$ cat config.mk
export PLATFORM = sky130hd
export DESIGN_NAME = slot_reset_seq
export DESIGN_NICKNAME = d
export VERILOG_FILES = /design/src/rtl/sync2.v /design/src/rtl/delay_count.v /design/src/rtl/slot_reset_seq.v
export VERILOG_INCLUDE_DIRS = /design/src /design/src/rtl
export SDC_FILE = /design/constraint.sdc
export NUM_CORES = 1
export LEC_CHECK = 0
export BUFFER_PORTS_ARGS = -buffer_cell sky130_fd_sc_hd__buf_2
export CAP_MARGIN = 10
export CELL_PAD_IN_SITES_DETAIL_PLACEMENT = 0
export CELL_PAD_IN_SITES_GLOBAL_PLACEMENT = 1
export CORE_UTILIZATION = 48
export DETAILED_ROUTE_END_ITERATION = 12
export PLACE_DENSITY = 0.82
export SLEW_MARGIN = 20
export SYNTH_ARGS = -nofsm -noshare
export SYNTH_HDL_FRONTEND = slang
export SYNTH_SLANG_ARGS = --single-unit
$ cat constraint.sdc
create_clock -name hclk -period 4.7 [get_ports hclk]
set_input_delay 0.235 -clock hclk [delete_from_list [all_inputs] [get_ports hclk]]
set_output_delay 0.235 -clock hclk [all_outputs]
set_load 0.01 [all_outputs]
$ cat src/rtl/slot_reset_defs.vh
`ifndef SLOT_RESET_DEFS_VH
`define SLOT_RESET_DEFS_VH

// Register byte offsets
`define OFS_CTRL 8'h00
`define OFS_DELAY 8'h04
`define OFS_TICK 8'h08
`define OFS_STATUS 8'h0c

// Control register fields
`define CTRL_PWR_OFF 0
`define CTRL_MODE_LO 1
`define CTRL_MODE_HI 2
`define CTRL_RST_OE 3
`define CTRL_RESET 4'h1

// Delay register fields
`define DLY_P2R_LO 0
`define DLY_P2R_HI 15
`define DLY_R2P_LO 16
`define DLY_R2P_HI 31
`define DELAY_RESET 32'h0010_0010

// Tick divider, cycles per tick minus one
`define TICK_RESET 16'h0063

// Status register fields
`define STAT_RST 0
`define STAT_PE 1
`define STAT_PG 2
`define STAT_ST_LO 4
`define STAT_ST_HI 5
`define STAT_FAULT 8

// Reset mode encodings
`define MODE_PE 2'h0
`define MODE_PG 2'h1
`define MODE_HOT 2'h2

// Timing: minimum reset pulse, 200 us in 10 ns cycles
`define MIN_RST_PULSE_CYCLES 16'h4e20

`endif

$ cat src/rtl/sync2.v
`timescale 1ns/10ps
module sync2 (
   // Clock and reset
   input wire clk,
   input wire rst_n,
   // Async level in, synced level out
   input wire d,
   output wire q
);
   reg meta_reg;
   reg sync_reg;

   // Two-stage synchroniser
   always @(posedge clk or negedge rst_n) begin
      if (!rst_n) begin
         meta_reg <= 1'b0;
         sync_reg <= 1'b0;
      end else begin
         meta_reg <= d;
         sync_reg <= meta_reg;
      end
   end

   assign q = sync_reg;
endmodule

$ cat src/rtl/delay_count.v
`timescale 1ns/10ps
module delay_count (
   // Clock and reset
   input wire clk,
   input wire rst_n,
   // Load and tick
   input wire load,
   input wire [15:0] value,
   input wire tick,
   // Expired
   output wire done
);
   reg [15:0] cnt_reg;
   reg [15:0] cnt_next;

   always @* begin
      cnt_next = cnt_reg;
      if (load) begin
         cnt_next = value;
      end else if (tick && (cnt_reg != 16'h0000)) begin
         cnt_next = cnt_reg - 16'h0001;
      end
   end

   // Counter register
   always @(posedge clk or negedge rst_n) begin
      if (!rst_n) begin
         cnt_reg <= 16'h0000;
      end else begin
         cnt_reg <= cnt_next;
      end
   end

   assign done = (cnt_reg == 16'h0000) & ~load;
endmodule

$ cat src/rtl/slot_reset_seq.v
`timescale 1ns/10ps
`include "slot_reset_defs.vh"
module slot_reset_seq #(
   parameter [15:0] MIN_PULSE_CYCLES = `MIN_RST_PULSE_CYCLES
) (
   // Clock and reset
   input wire hclk,
   input wire hresetn,
   // AHB-Lite slave
   input wire hsel,
   input wire [31:0] haddr,
   input wire [1:0] htrans,
   input wire hwrite,
   input wire [2:0] hsize,
   input wire [31:0] hwdata,
   input wire hready,
   output wire hreadyout,
   output wire hresp,
   output wire [31:0] hrdata,
   // Hot reset request from port logic
   input wire hot_reset_in,
   // Slot pins
   input wire slot_power_good_in,
   output wire slot_reset_n_o,
   output wire slot_reset_n_oe,
   output wire slot_power_enable_out
);
   // Sequencer states
   localparam [1:0] ST_OFF = 2'd0;
   localparam [1:0] ST_UP = 2'd1;
   localparam [1:0] ST_ON = 2'd2;
   localparam [1:0] ST_DOWN = 2'd3;

   // Registers
   reg [3:0] ctrl_reg;
   reg [31:0] delay_reg;
   reg [15:0] tick_div_reg;
   reg fault_reg;
   reg wr_pend_reg;
   reg [7:0] wr_addr_reg;
   reg [31:0] hrdata_reg;
   // Sequencer state
   reg [1:0] state_reg;
   reg [1:0] state_next;
   reg rst_req_reg;
   reg rst_req_next;
   reg pe_reg;
   reg pe_next;
   reg pg_seen_reg;
   reg pg_seen_next;
   reg rst_out_reg;
   reg rst_out_next;
   reg [15:0] pulse_cnt_reg;
   reg [15:0] tick_cnt_reg;
   reg [15:0] tick_cnt_next;
   reg dly_load;
   reg dly_sel_r2p;
   reg fault_set;
   // Bus helpers
   reg [31:0] wdata_stat;
   wire addr_ok;
   wire fault_clr;
   wire pg_s;
   wire tick;
   wire dly_done;
   wire min_met;
   wire [1:0] mode;
   wire pwr_off;
   wire [15:0] dly_val;

   // Register read mux
   function [31:0] read_word;
      input [7:0] ofs;
      input [3:0] ctl;
      input [31:0] dly;
      input [15:0] tdiv;
      input [31:0] stat;
      begin
         case (ofs)
            `OFS_CTRL: read_word = {28'h0000000, ctl};
            `OFS_DELAY: read_word = dly;
            `OFS_TICK: read_word = {16'h0000, tdiv};
            `OFS_STATUS: read_word = stat;
            default: read_word = 32'h00000000;
         endcase
      end
   endfunction

   // Status word assembly
   always @* begin
      wdata_stat = 32'h00000000;
      wdata_stat[`STAT_RST] = rst_out_reg;
      wdata_stat[`STAT_PE] = pe_reg;
      wdata_stat[`STAT_PG] = pg_s;
      wdata_stat[`STAT_ST_HI:`STAT_ST_LO] = state_reg;
      wdata_stat[`STAT_FAULT] = fault_reg;
   end

   // Address phase accepted
   assign addr_ok = hsel & htrans[1] & hready;

   // AHB address and data phase handling
   always @(posedge hclk or negedge hresetn) begin
      if (!hresetn) begin
         wr_pend_reg <= 1'b0;
         wr_addr_reg <= 8'h00;
         hrdata_reg <= 32'h00000000;
      end else begin
         wr_pend_reg <= addr_ok & hwrite;
         if (addr_ok) begin
            wr_addr_reg <= haddr[7:0];
         end
         if (addr_ok && !hwrite) begin
            hrdata_reg <= read_word(haddr[7:0], ctrl_reg, delay_reg,
               tick_div_reg, wdata_stat);
         end
      end
   end

   // Write one to fault bit clears it
   assign fault_clr = wr_pend_reg & (wr_addr_reg == `OFS_STATUS) &
      hwdata[`STAT_FAULT];

   always @(posedge hclk or negedge hresetn) begin
      if (!hresetn) begin
         ctrl_reg <= `CTRL_RESET;
         delay_reg <= `DELAY_RESET;
         tick_div_reg <= `TICK_RESET;
      end else if (wr_pend_reg) begin
         case (wr_addr_reg)
            `OFS_CTRL: ctrl_reg <= hwdata[3:0];
            `OFS_DELAY: delay_reg <= hwdata;
            `OFS_TICK: tick_div_reg <= hwdata[15:0];
            default: ctrl_reg <= ctrl_reg;
         endcase
      end
   end

   // Sticky fault flag, set wins
   always @(posedge hclk or negedge hresetn) begin
      if (!hresetn) begin
         fault_reg <= 1'b0;
      end else begin
         fault_reg <= fault_set | (fault_reg & ~fault_clr);
      end
   end

   // Zero-wait OKAY slave
   assign hreadyout = 1'b1;
   assign hresp = 1'b0;
   assign hrdata = hrdata_reg;

   sync2 u_pg_sync (
      .clk(hclk),
      .rst_n(hresetn),
      .d(slot_power_good_in),
      .q(pg_s)
   );

   assign mode = ctrl_reg[`CTRL_MODE_HI:`CTRL_MODE_LO];
   assign pwr_off = ctrl_reg[`CTRL_PWR_OFF];

   assign tick = (tick_cnt_reg == 16'h0000);
   always @* begin
      if (dly_load) begin
         tick_cnt_next = tick_div_reg;
      end else if (tick) begin
         tick_cnt_next = tick_div_reg;
      end else begin
         tick_cnt_next = tick_cnt_reg - 16'h0001;
      end
   end

   // Delay source select
   assign dly_val = dly_sel_r2p ? delay_reg[`DLY_R2P_HI:`DLY_R2P_LO] :
      delay_reg[`DLY_P2R_HI:`DLY_P2R_LO];

   delay_count u_delay (
      .clk(hclk),
      .rst_n(hresetn),
      .load(dly_load),
      .value(dly_val),
      .tick(tick),
      .done(dly_done)
   );

   // Sequencer next state
   always @* begin
      state_next = state_reg;
      rst_req_next = rst_req_reg;
      pe_next = pe_reg;
      pg_seen_next = pg_seen_reg;
      dly_load = 1'b0;
      dly_sel_r2p = 1'b0;
      fault_set = 1'b0;
      if (mode == `MODE_HOT) begin
         rst_req_next = hot_reset_in;
         pe_next = ~pwr_off;
         state_next = pwr_off ? ST_OFF : ST_ON;
         pg_seen_next = 1'b0;
      end else begin
         case (state_reg)
            ST_OFF: begin
               rst_req_next = 1'b1;
               pe_next = 1'b0;
               if (!pwr_off) begin
                  pe_next = 1'b1;
                  pg_seen_next = 1'b0;
                  state_next = ST_UP;
                  dly_load = (mode != `MODE_PG);
               end
            end
            ST_UP: begin
               rst_req_next = 1'b1;
               if (pwr_off) begin
                  dly_load = 1'b1;
                  dly_sel_r2p = 1'b1;
                  state_next = ST_DOWN;
               end else if (mode == `MODE_PG && !pg_seen_reg) begin
                  if (pg_s) begin
                     dly_load = 1'b1;
                     pg_seen_next = 1'b1;
                  end
               end else if (mode == `MODE_PG && !pg_s) begin
                  pg_seen_next = 1'b0;
               end else if (dly_done) begin
                  rst_req_next = 1'b0;
                  state_next = ST_ON;
               end
            end
            ST_ON: begin
               rst_req_next = 1'b0;
               if (pwr_off) begin
                  rst_req_next = 1'b1;
                  dly_load = 1'b1;
                  dly_sel_r2p = 1'b1;
                  state_next = ST_DOWN;
               end else if (mode == `MODE_PG && !pg_s) begin
                  rst_req_next = 1'b1;
                  fault_set = 1'b1;
                  pg_seen_next = 1'b0;
                  state_next = ST_UP;
               end
            end
            ST_DOWN: begin
               rst_req_next = 1'b1;
               if (dly_done) begin
                  pe_next = 1'b0;
                  state_next = ST_OFF;
               end
            end
            default: begin
               state_next = ST_OFF;
            end
         endcase
      end
   end

   assign min_met = (pulse_cnt_reg >= (MIN_PULSE_CYCLES - 16'h0001));
   always @* begin
      rst_out_next = rst_req_next | (rst_out_reg & ~min_met);
   end

   // Sequencer registers
   always @(posedge hclk or negedge hresetn) begin
      if (!hresetn) begin
         state_reg <= ST_OFF;
         rst_req_reg <= 1'b1;
         pe_reg <= 1'b0;
         pg_seen_reg <= 1'b0;
         rst_out_reg <= 1'b1;
         tick_cnt_reg <= 16'h0000;
      end else begin
         state_reg <= state_next;
         rst_req_reg <= rst_req_next;
         pe_reg <= pe_next;
         pg_seen_reg <= pg_seen_next;
         rst_out_reg <= rst_out_next;
         tick_cnt_reg <= tick_cnt_next;
      end
   end

   always @(posedge hclk or negedge hresetn) begin
      if (!hresetn) begin
         pulse_cnt_reg <= 16'h0000;
      end else if (!rst_out_reg) begin
         pulse_cnt_reg <= 16'h0000;
      end else if (!min_met) begin
         pulse_cnt_reg <= pulse_cnt_reg + 16'h0001;
      end
   end

   // Pin drive
   assign slot_reset_n_o = ~rst_out_reg;
   assign slot_reset_n_oe = ctrl_reg[`CTRL_RST_OE];
   assign slot_power_enable_out = pe_reg;
endmodule

======== After elaboration in Yosys (flattened, before gate mapping) ========
Index checks and enable logic that the tools add are counted.
word-level totals
  bits in registers ....................... 149
  input bits .............................. 76
  output and inout bits ................... 37
  logic and storage cells ................. 132
cells by class
  add/subtract/negate cells ............... 3
  magnitude comparators ................... 1
  equal/unequal tests ..................... 22
  multiplexer cells ....................... 51
  bitwise gates (word level) .............. 15
  reduce and logical (&&, ||, !) cells .... 24
operators by type and width
  operator               number
  $pmux 32 s4            1
  $mux 16                7
  $eq 8x4->1 const B     4
  $logic_not 16->1       2
  $sub 16x1->16 const B  2
  $mux 1                 28
  $mux 2                 10
  $add 16x1->16 const B  1
  $eq 8x3->1 const B     2
  $ge 16x15->1 const B   1
  $logic_not 8->1        2
  $ne 4x4->1 const B     4
  $reduce_bool 16->1     1
  $ne 3x3->1 const B     4
  $pmux 1 s3             3
  $and 1x1->1            8
  $pmux 2 s4             1
  $reduce_and 2->1       4
  $eq 2x2->1 const B     3
  $reduce_and 6->1       1
  $not 1->1              5
  $reduce_and 5->1       1
  $eq 2x1->1 const B     2
  $logic_and 1x1->1      4
  11 further kinds       15

======== Logic depth before layout (Yosys ltp) ========
  word-level depth ........................ 15
  mapped depth ............................ 10

======== By module ========
A second synthesis with hierarchy kept.
second synthesis, totals
  cell total of the unflattened synthesis .. 640
  area, all modules ....................... 7377.1 µm²
by module, submodules not included
  module          times used  cells each  area each (µm²)  seq. area each (µm²)
  slot_reset_seq  1           511         6237.2           3288.2
  delay_count     1           127         1089.8           400.4
  sync2           1           2           50.0             50.0

======== Least setup slack after synthesis ========
No wires, ideal clock.
  path kind ............................... reg-to-reg
  start point ............................. register u_delay.cnt_reg[0]
  end point ............................... register u_delay.cnt_reg[6]
  library setup time ...................... 0.119 ns
  arrival time ............................ 2.084 ns
  data required time ...................... 4.581 ns
  path slack .............................. 2.497 ns
  stages on the path, launching flop included .. 10
  path buffers ............................ 1
  clock period less this slack ............ 2.203 ns
  cells stage by stage .................... dfrtp_1 inv_1 ha_1 or4b_1 or4_4 nand4_2 buf_6 nor4_1 xor2_1 o21a_1
on the way
  cells in the longest elaborated chain, start to end .. 3
  elaborated cells between the ends (all ways) .. 6
RTL lines
  item                                                        line                                RTL
  start, declared                                             delay_count.v:13                    reg [15:0] cnt_reg;
  start signal, assigned                                      delay_count.v:30                    cnt_reg <= cnt_next;
  $sub 16x1->16 / $reduce_bool 16->1 (equally long branches)  delay_count.v:21, delay_count.v:20
  $mux 16 / $logic_and 1x1->1 (equally long branches)         delay_count.v:20                    end else if (tick && (cnt_reg != 16'h0000)) begin
  $mux 16 / $reduce_bool 2->1 (equally long branches)         -
Parallel ways exist; a longest one is shown, timed or not. The select of a mux whose other input is x is not followed.
A chain may end at the register's enable or synchronous reset.

======== Final worst setup path ========
  start point ............................. register tick_cnt_reg[3]
  end point ............................... register u_delay.cnt_reg[9]
on the way
  cells in the longest elaborated chain, start to end .. 3
RTL lines
  item                                line                  RTL
  start, declared                     slot_reset_seq.v:54   reg [15:0] tick_cnt_reg;
  start signal, assigned              slot_reset_seq.v:279  tick_cnt_reg <= tick_cnt_next;
  $logic_not 16->1                    slot_reset_seq.v:163  assign tick = (tick_cnt_reg == 16'h0000);
  $logic_and 1x1->1                   delay_count.v:20
  $reduce_bool 2->1 (no source line)  -
Every way passes these cells.

==> flow_summary.yaml <==
critical_path:
  path_buf_inv: 0
  arrival_ns: 3.04
  worst_ep_required_time_ns: 5.01
  cpPeakStageDelay_ns: 0.57
  startpoint: "tick_cnt_reg[3]"
  cp_slowest_cell: "nand4_2"
  r2r_start: "tick_cnt_reg[3]"
  path_cells: "nor4_2 > nor4b_2 > nand4_2 > nor4_1 > xor2_1 > o21a_1"
  startpoint_type: "register"
  setup.worst_path.class: "register to register"
  critical-path-top-delay-family: "simple AND/OR/NAND/NOR gates"
  crit_fanout: 22
  endpoint_kind: "register"
synthesis:
  synth.most_common_cell: "dfrtp_1"
  syn_nets: 773
  ys_types: 56
  yosysWarnings: 0
  yosys-top-cells-count: "141 x dfrtp_1, 120 x nand2_1, 63 x o21ai_0"
  synth_ff_type: "dfrtp_1"
  yosysTopAreaCellShare_pct: 49.6
  ys_ff_latch: 149
  synth.area.top_cells: "dfrtp_1 50%, mux2_2 9.5%, nand2_1 6.3%"
  syn_area_per_cell_um2: 10.3
  synth_edf_count: 0
  ys_seq_area_share_pct: 52.5
  syn_inst: 688
  yosysTopAreaCell: "dfrtp_1"
  async_flop_share_pct: 100
  synth_area_um2: 7120
clocking:
  cts.clk_slew.worst_paths_ns: 0.06
  cts_buffers: 17
  cts-root-buf: "clkbuf_16"
  clk_latency_ns: 0.42
  cts.sinks: 149
  cts_tree: "done"
  cts.path.max_buffers: 2
  htree_num_levels: 4
sta:
  finalSetupViolCount: 0
  hold_viol_final: 0
  drv_slew: 0
  fmax_mhz: 366
  rsz0062_at_grt: "no"
  fin_setup_tns_ns: 0
  finClkSkew_ns: 0.0104
  slew_headroom_pct: 32.7
  period_share_pct: 58.1
  tightestPinTransition_ns: 1.01
  fin_crit_ns: 2.73
global_routing:
  grt_max_degree: 107
  grt_pass1_wl_um: 26400
  antenna_found_initial: 0
  overflow: 0
  grt_pass1_vias: 5182
  track_usage_pct: 22.9
flow_run:
  maxCapViolCount: 0
placement:
  port_buffers: 82
  placed_cells: 927
  dp_hpwl_um: 11300
  globalplace.congestion: 0.854
finish:
  nFillCells: 1283
  layout-drive-gt1-share_pct: 25.7
  fin_nets: 849
  area_delta_synth_final_pct: 17.3
  post_layout_nonfiller_instances: 961
  num_antenna_cells: 0
floorplan:
  design.die.area_um2: 15300
  rows: 44
  die_y_um: 124
  die_w_um: 124
  start_util_pct: 49.1
  coreArea_um2: 14500
  ios: 113
routing:
  via_per_inst: 5.59
  antenna_left: 0
  vias: 5374
  first_iter_violations: 218
  top_layer_used: "met4"
  firstDrtPassIters: 5
  wl_met1_um: 7620
  dr_wl_met2_um: 7570
  route.detailed.drc: 0
  wl_met3_um: 590
  post_drt_wl_per_cell_um: 16.7
  wirelength_um: 16000
pwr:
  p_leak_nw: 3.70
  power_density_nw_per_um2: 453
  max-vdd-ir-drop_mv: 0.283
  total_power_w: 0.00378
min_path:
  hp-start: "hwdata[26]"
  hold_class: "primary input to register"
status:
  outcome: "finished clean"
-- layer usage --
metal	up-vias	global-route usage [%]
li1	2570	-
met1	2653	32.2
met2	136	35.4
met3	15	3.85
met4	0	8.73
met5	-	0
-- stage by stage --
step	hold WS (ns)	util [%]	area, um2	worst slack [ns]
after detailed placement	0.340	53.0	7670	1.99
after floorplan	-0.0606	-	7120	2.50
after global placement	0.338	53.0	7670	2.05
after CTS	0.0283	57.7	8350	1.96
final	0.0484	57.7	8350	1.97
after global routing	0.0409	57.7	8350	1.66
-- cells by family (layout without fill, tap and decap cells) --
kind of cell	Yosys count	after routing	synth area share [%]
compound gates	129	129	11.2
xor+xnor	35	35	4.31
fa+ha+maj	9	9	1.58
buf+inv	47	136	2.71
flops	149	149	52.5
mux	65	65	10.7
other cells	2	2	0.106
simple gates	252	252	16.8
-- power breakdown --
| part | total [W] | switching [W] | internal (W) |
|---|---|---|---|
| Clock | 0.00147 | 0.000523 | 0.000948 |
| Combinational | 0.000645 | 0.000354 | 0.000291 |
| Sequential | 0.00166 | 0.000195 | 0.00147 |
| Total | 0.00378 | 0.00107 | 0.00271 |
-- final cells by class --
cell class,count,area (um2),area share [%]
well taps,184,230,2.76
clock buffers,22,484,5.80
clock inverters,10,170,2.04
multi-input cells,492,3190,38.2
inverters,13,48.8,0.585
flip-flops and latches,149,3740,44.8
repair buffers,91,489,5.86
-- repair_timing --
| action | 4_1_cts | 5_1_grt |
|---|---|---|
| endpoints found under the hold margin | 99 | 0 |
| gates resized for setup | 0 | 0 |
| hold buffers | 2 | 0 |
| buffers inserted | 0 | 0 |
-- path summary, 6_finish.rpt --
kind	to	slack [ns]	depth (start not counted)
max	u_delay.cnt_reg[9]	1.97	6
min	delay_reg[26]	0.05	2
max reg2reg	u_delay.cnt_reg[9]	1.97	6
min reg2reg	u_pg_sync.q	0.35	0
max in group asynchronous	u_delay.cnt_reg[2]	3.03	3
min in group asynchronous	pulse_cnt_reg[13]	0.52	2
-- placed cells by master, fill, tap and decap left out, types with 8 or more instances in the layout --
master and count:
a21oi_1 8, a22oi_1 15, buf_2 81, clkbuf_16 17
dfrtp_1 141, dfstp_2 8, ha_1 9, inv_1 13
mux2_2 60, nand2_1 120, nand2b_1 8, nand3_1 21
nor2_1 41, nor3_1 15, nor4_1 8, o21ai_0 63
xnor2_1 16, xor2_1 19
-- worst reg2reg max path: stages (launching register included) --
cell and delay, ns:
dfrtp_1 0.41, nor4_2 0.38, nor4b_2 0.46, nand4_2 0.57, nor4_1 0.50, xor2_1 0.12, o21a_1 0.18
Power figures use the tool's default switching activity.
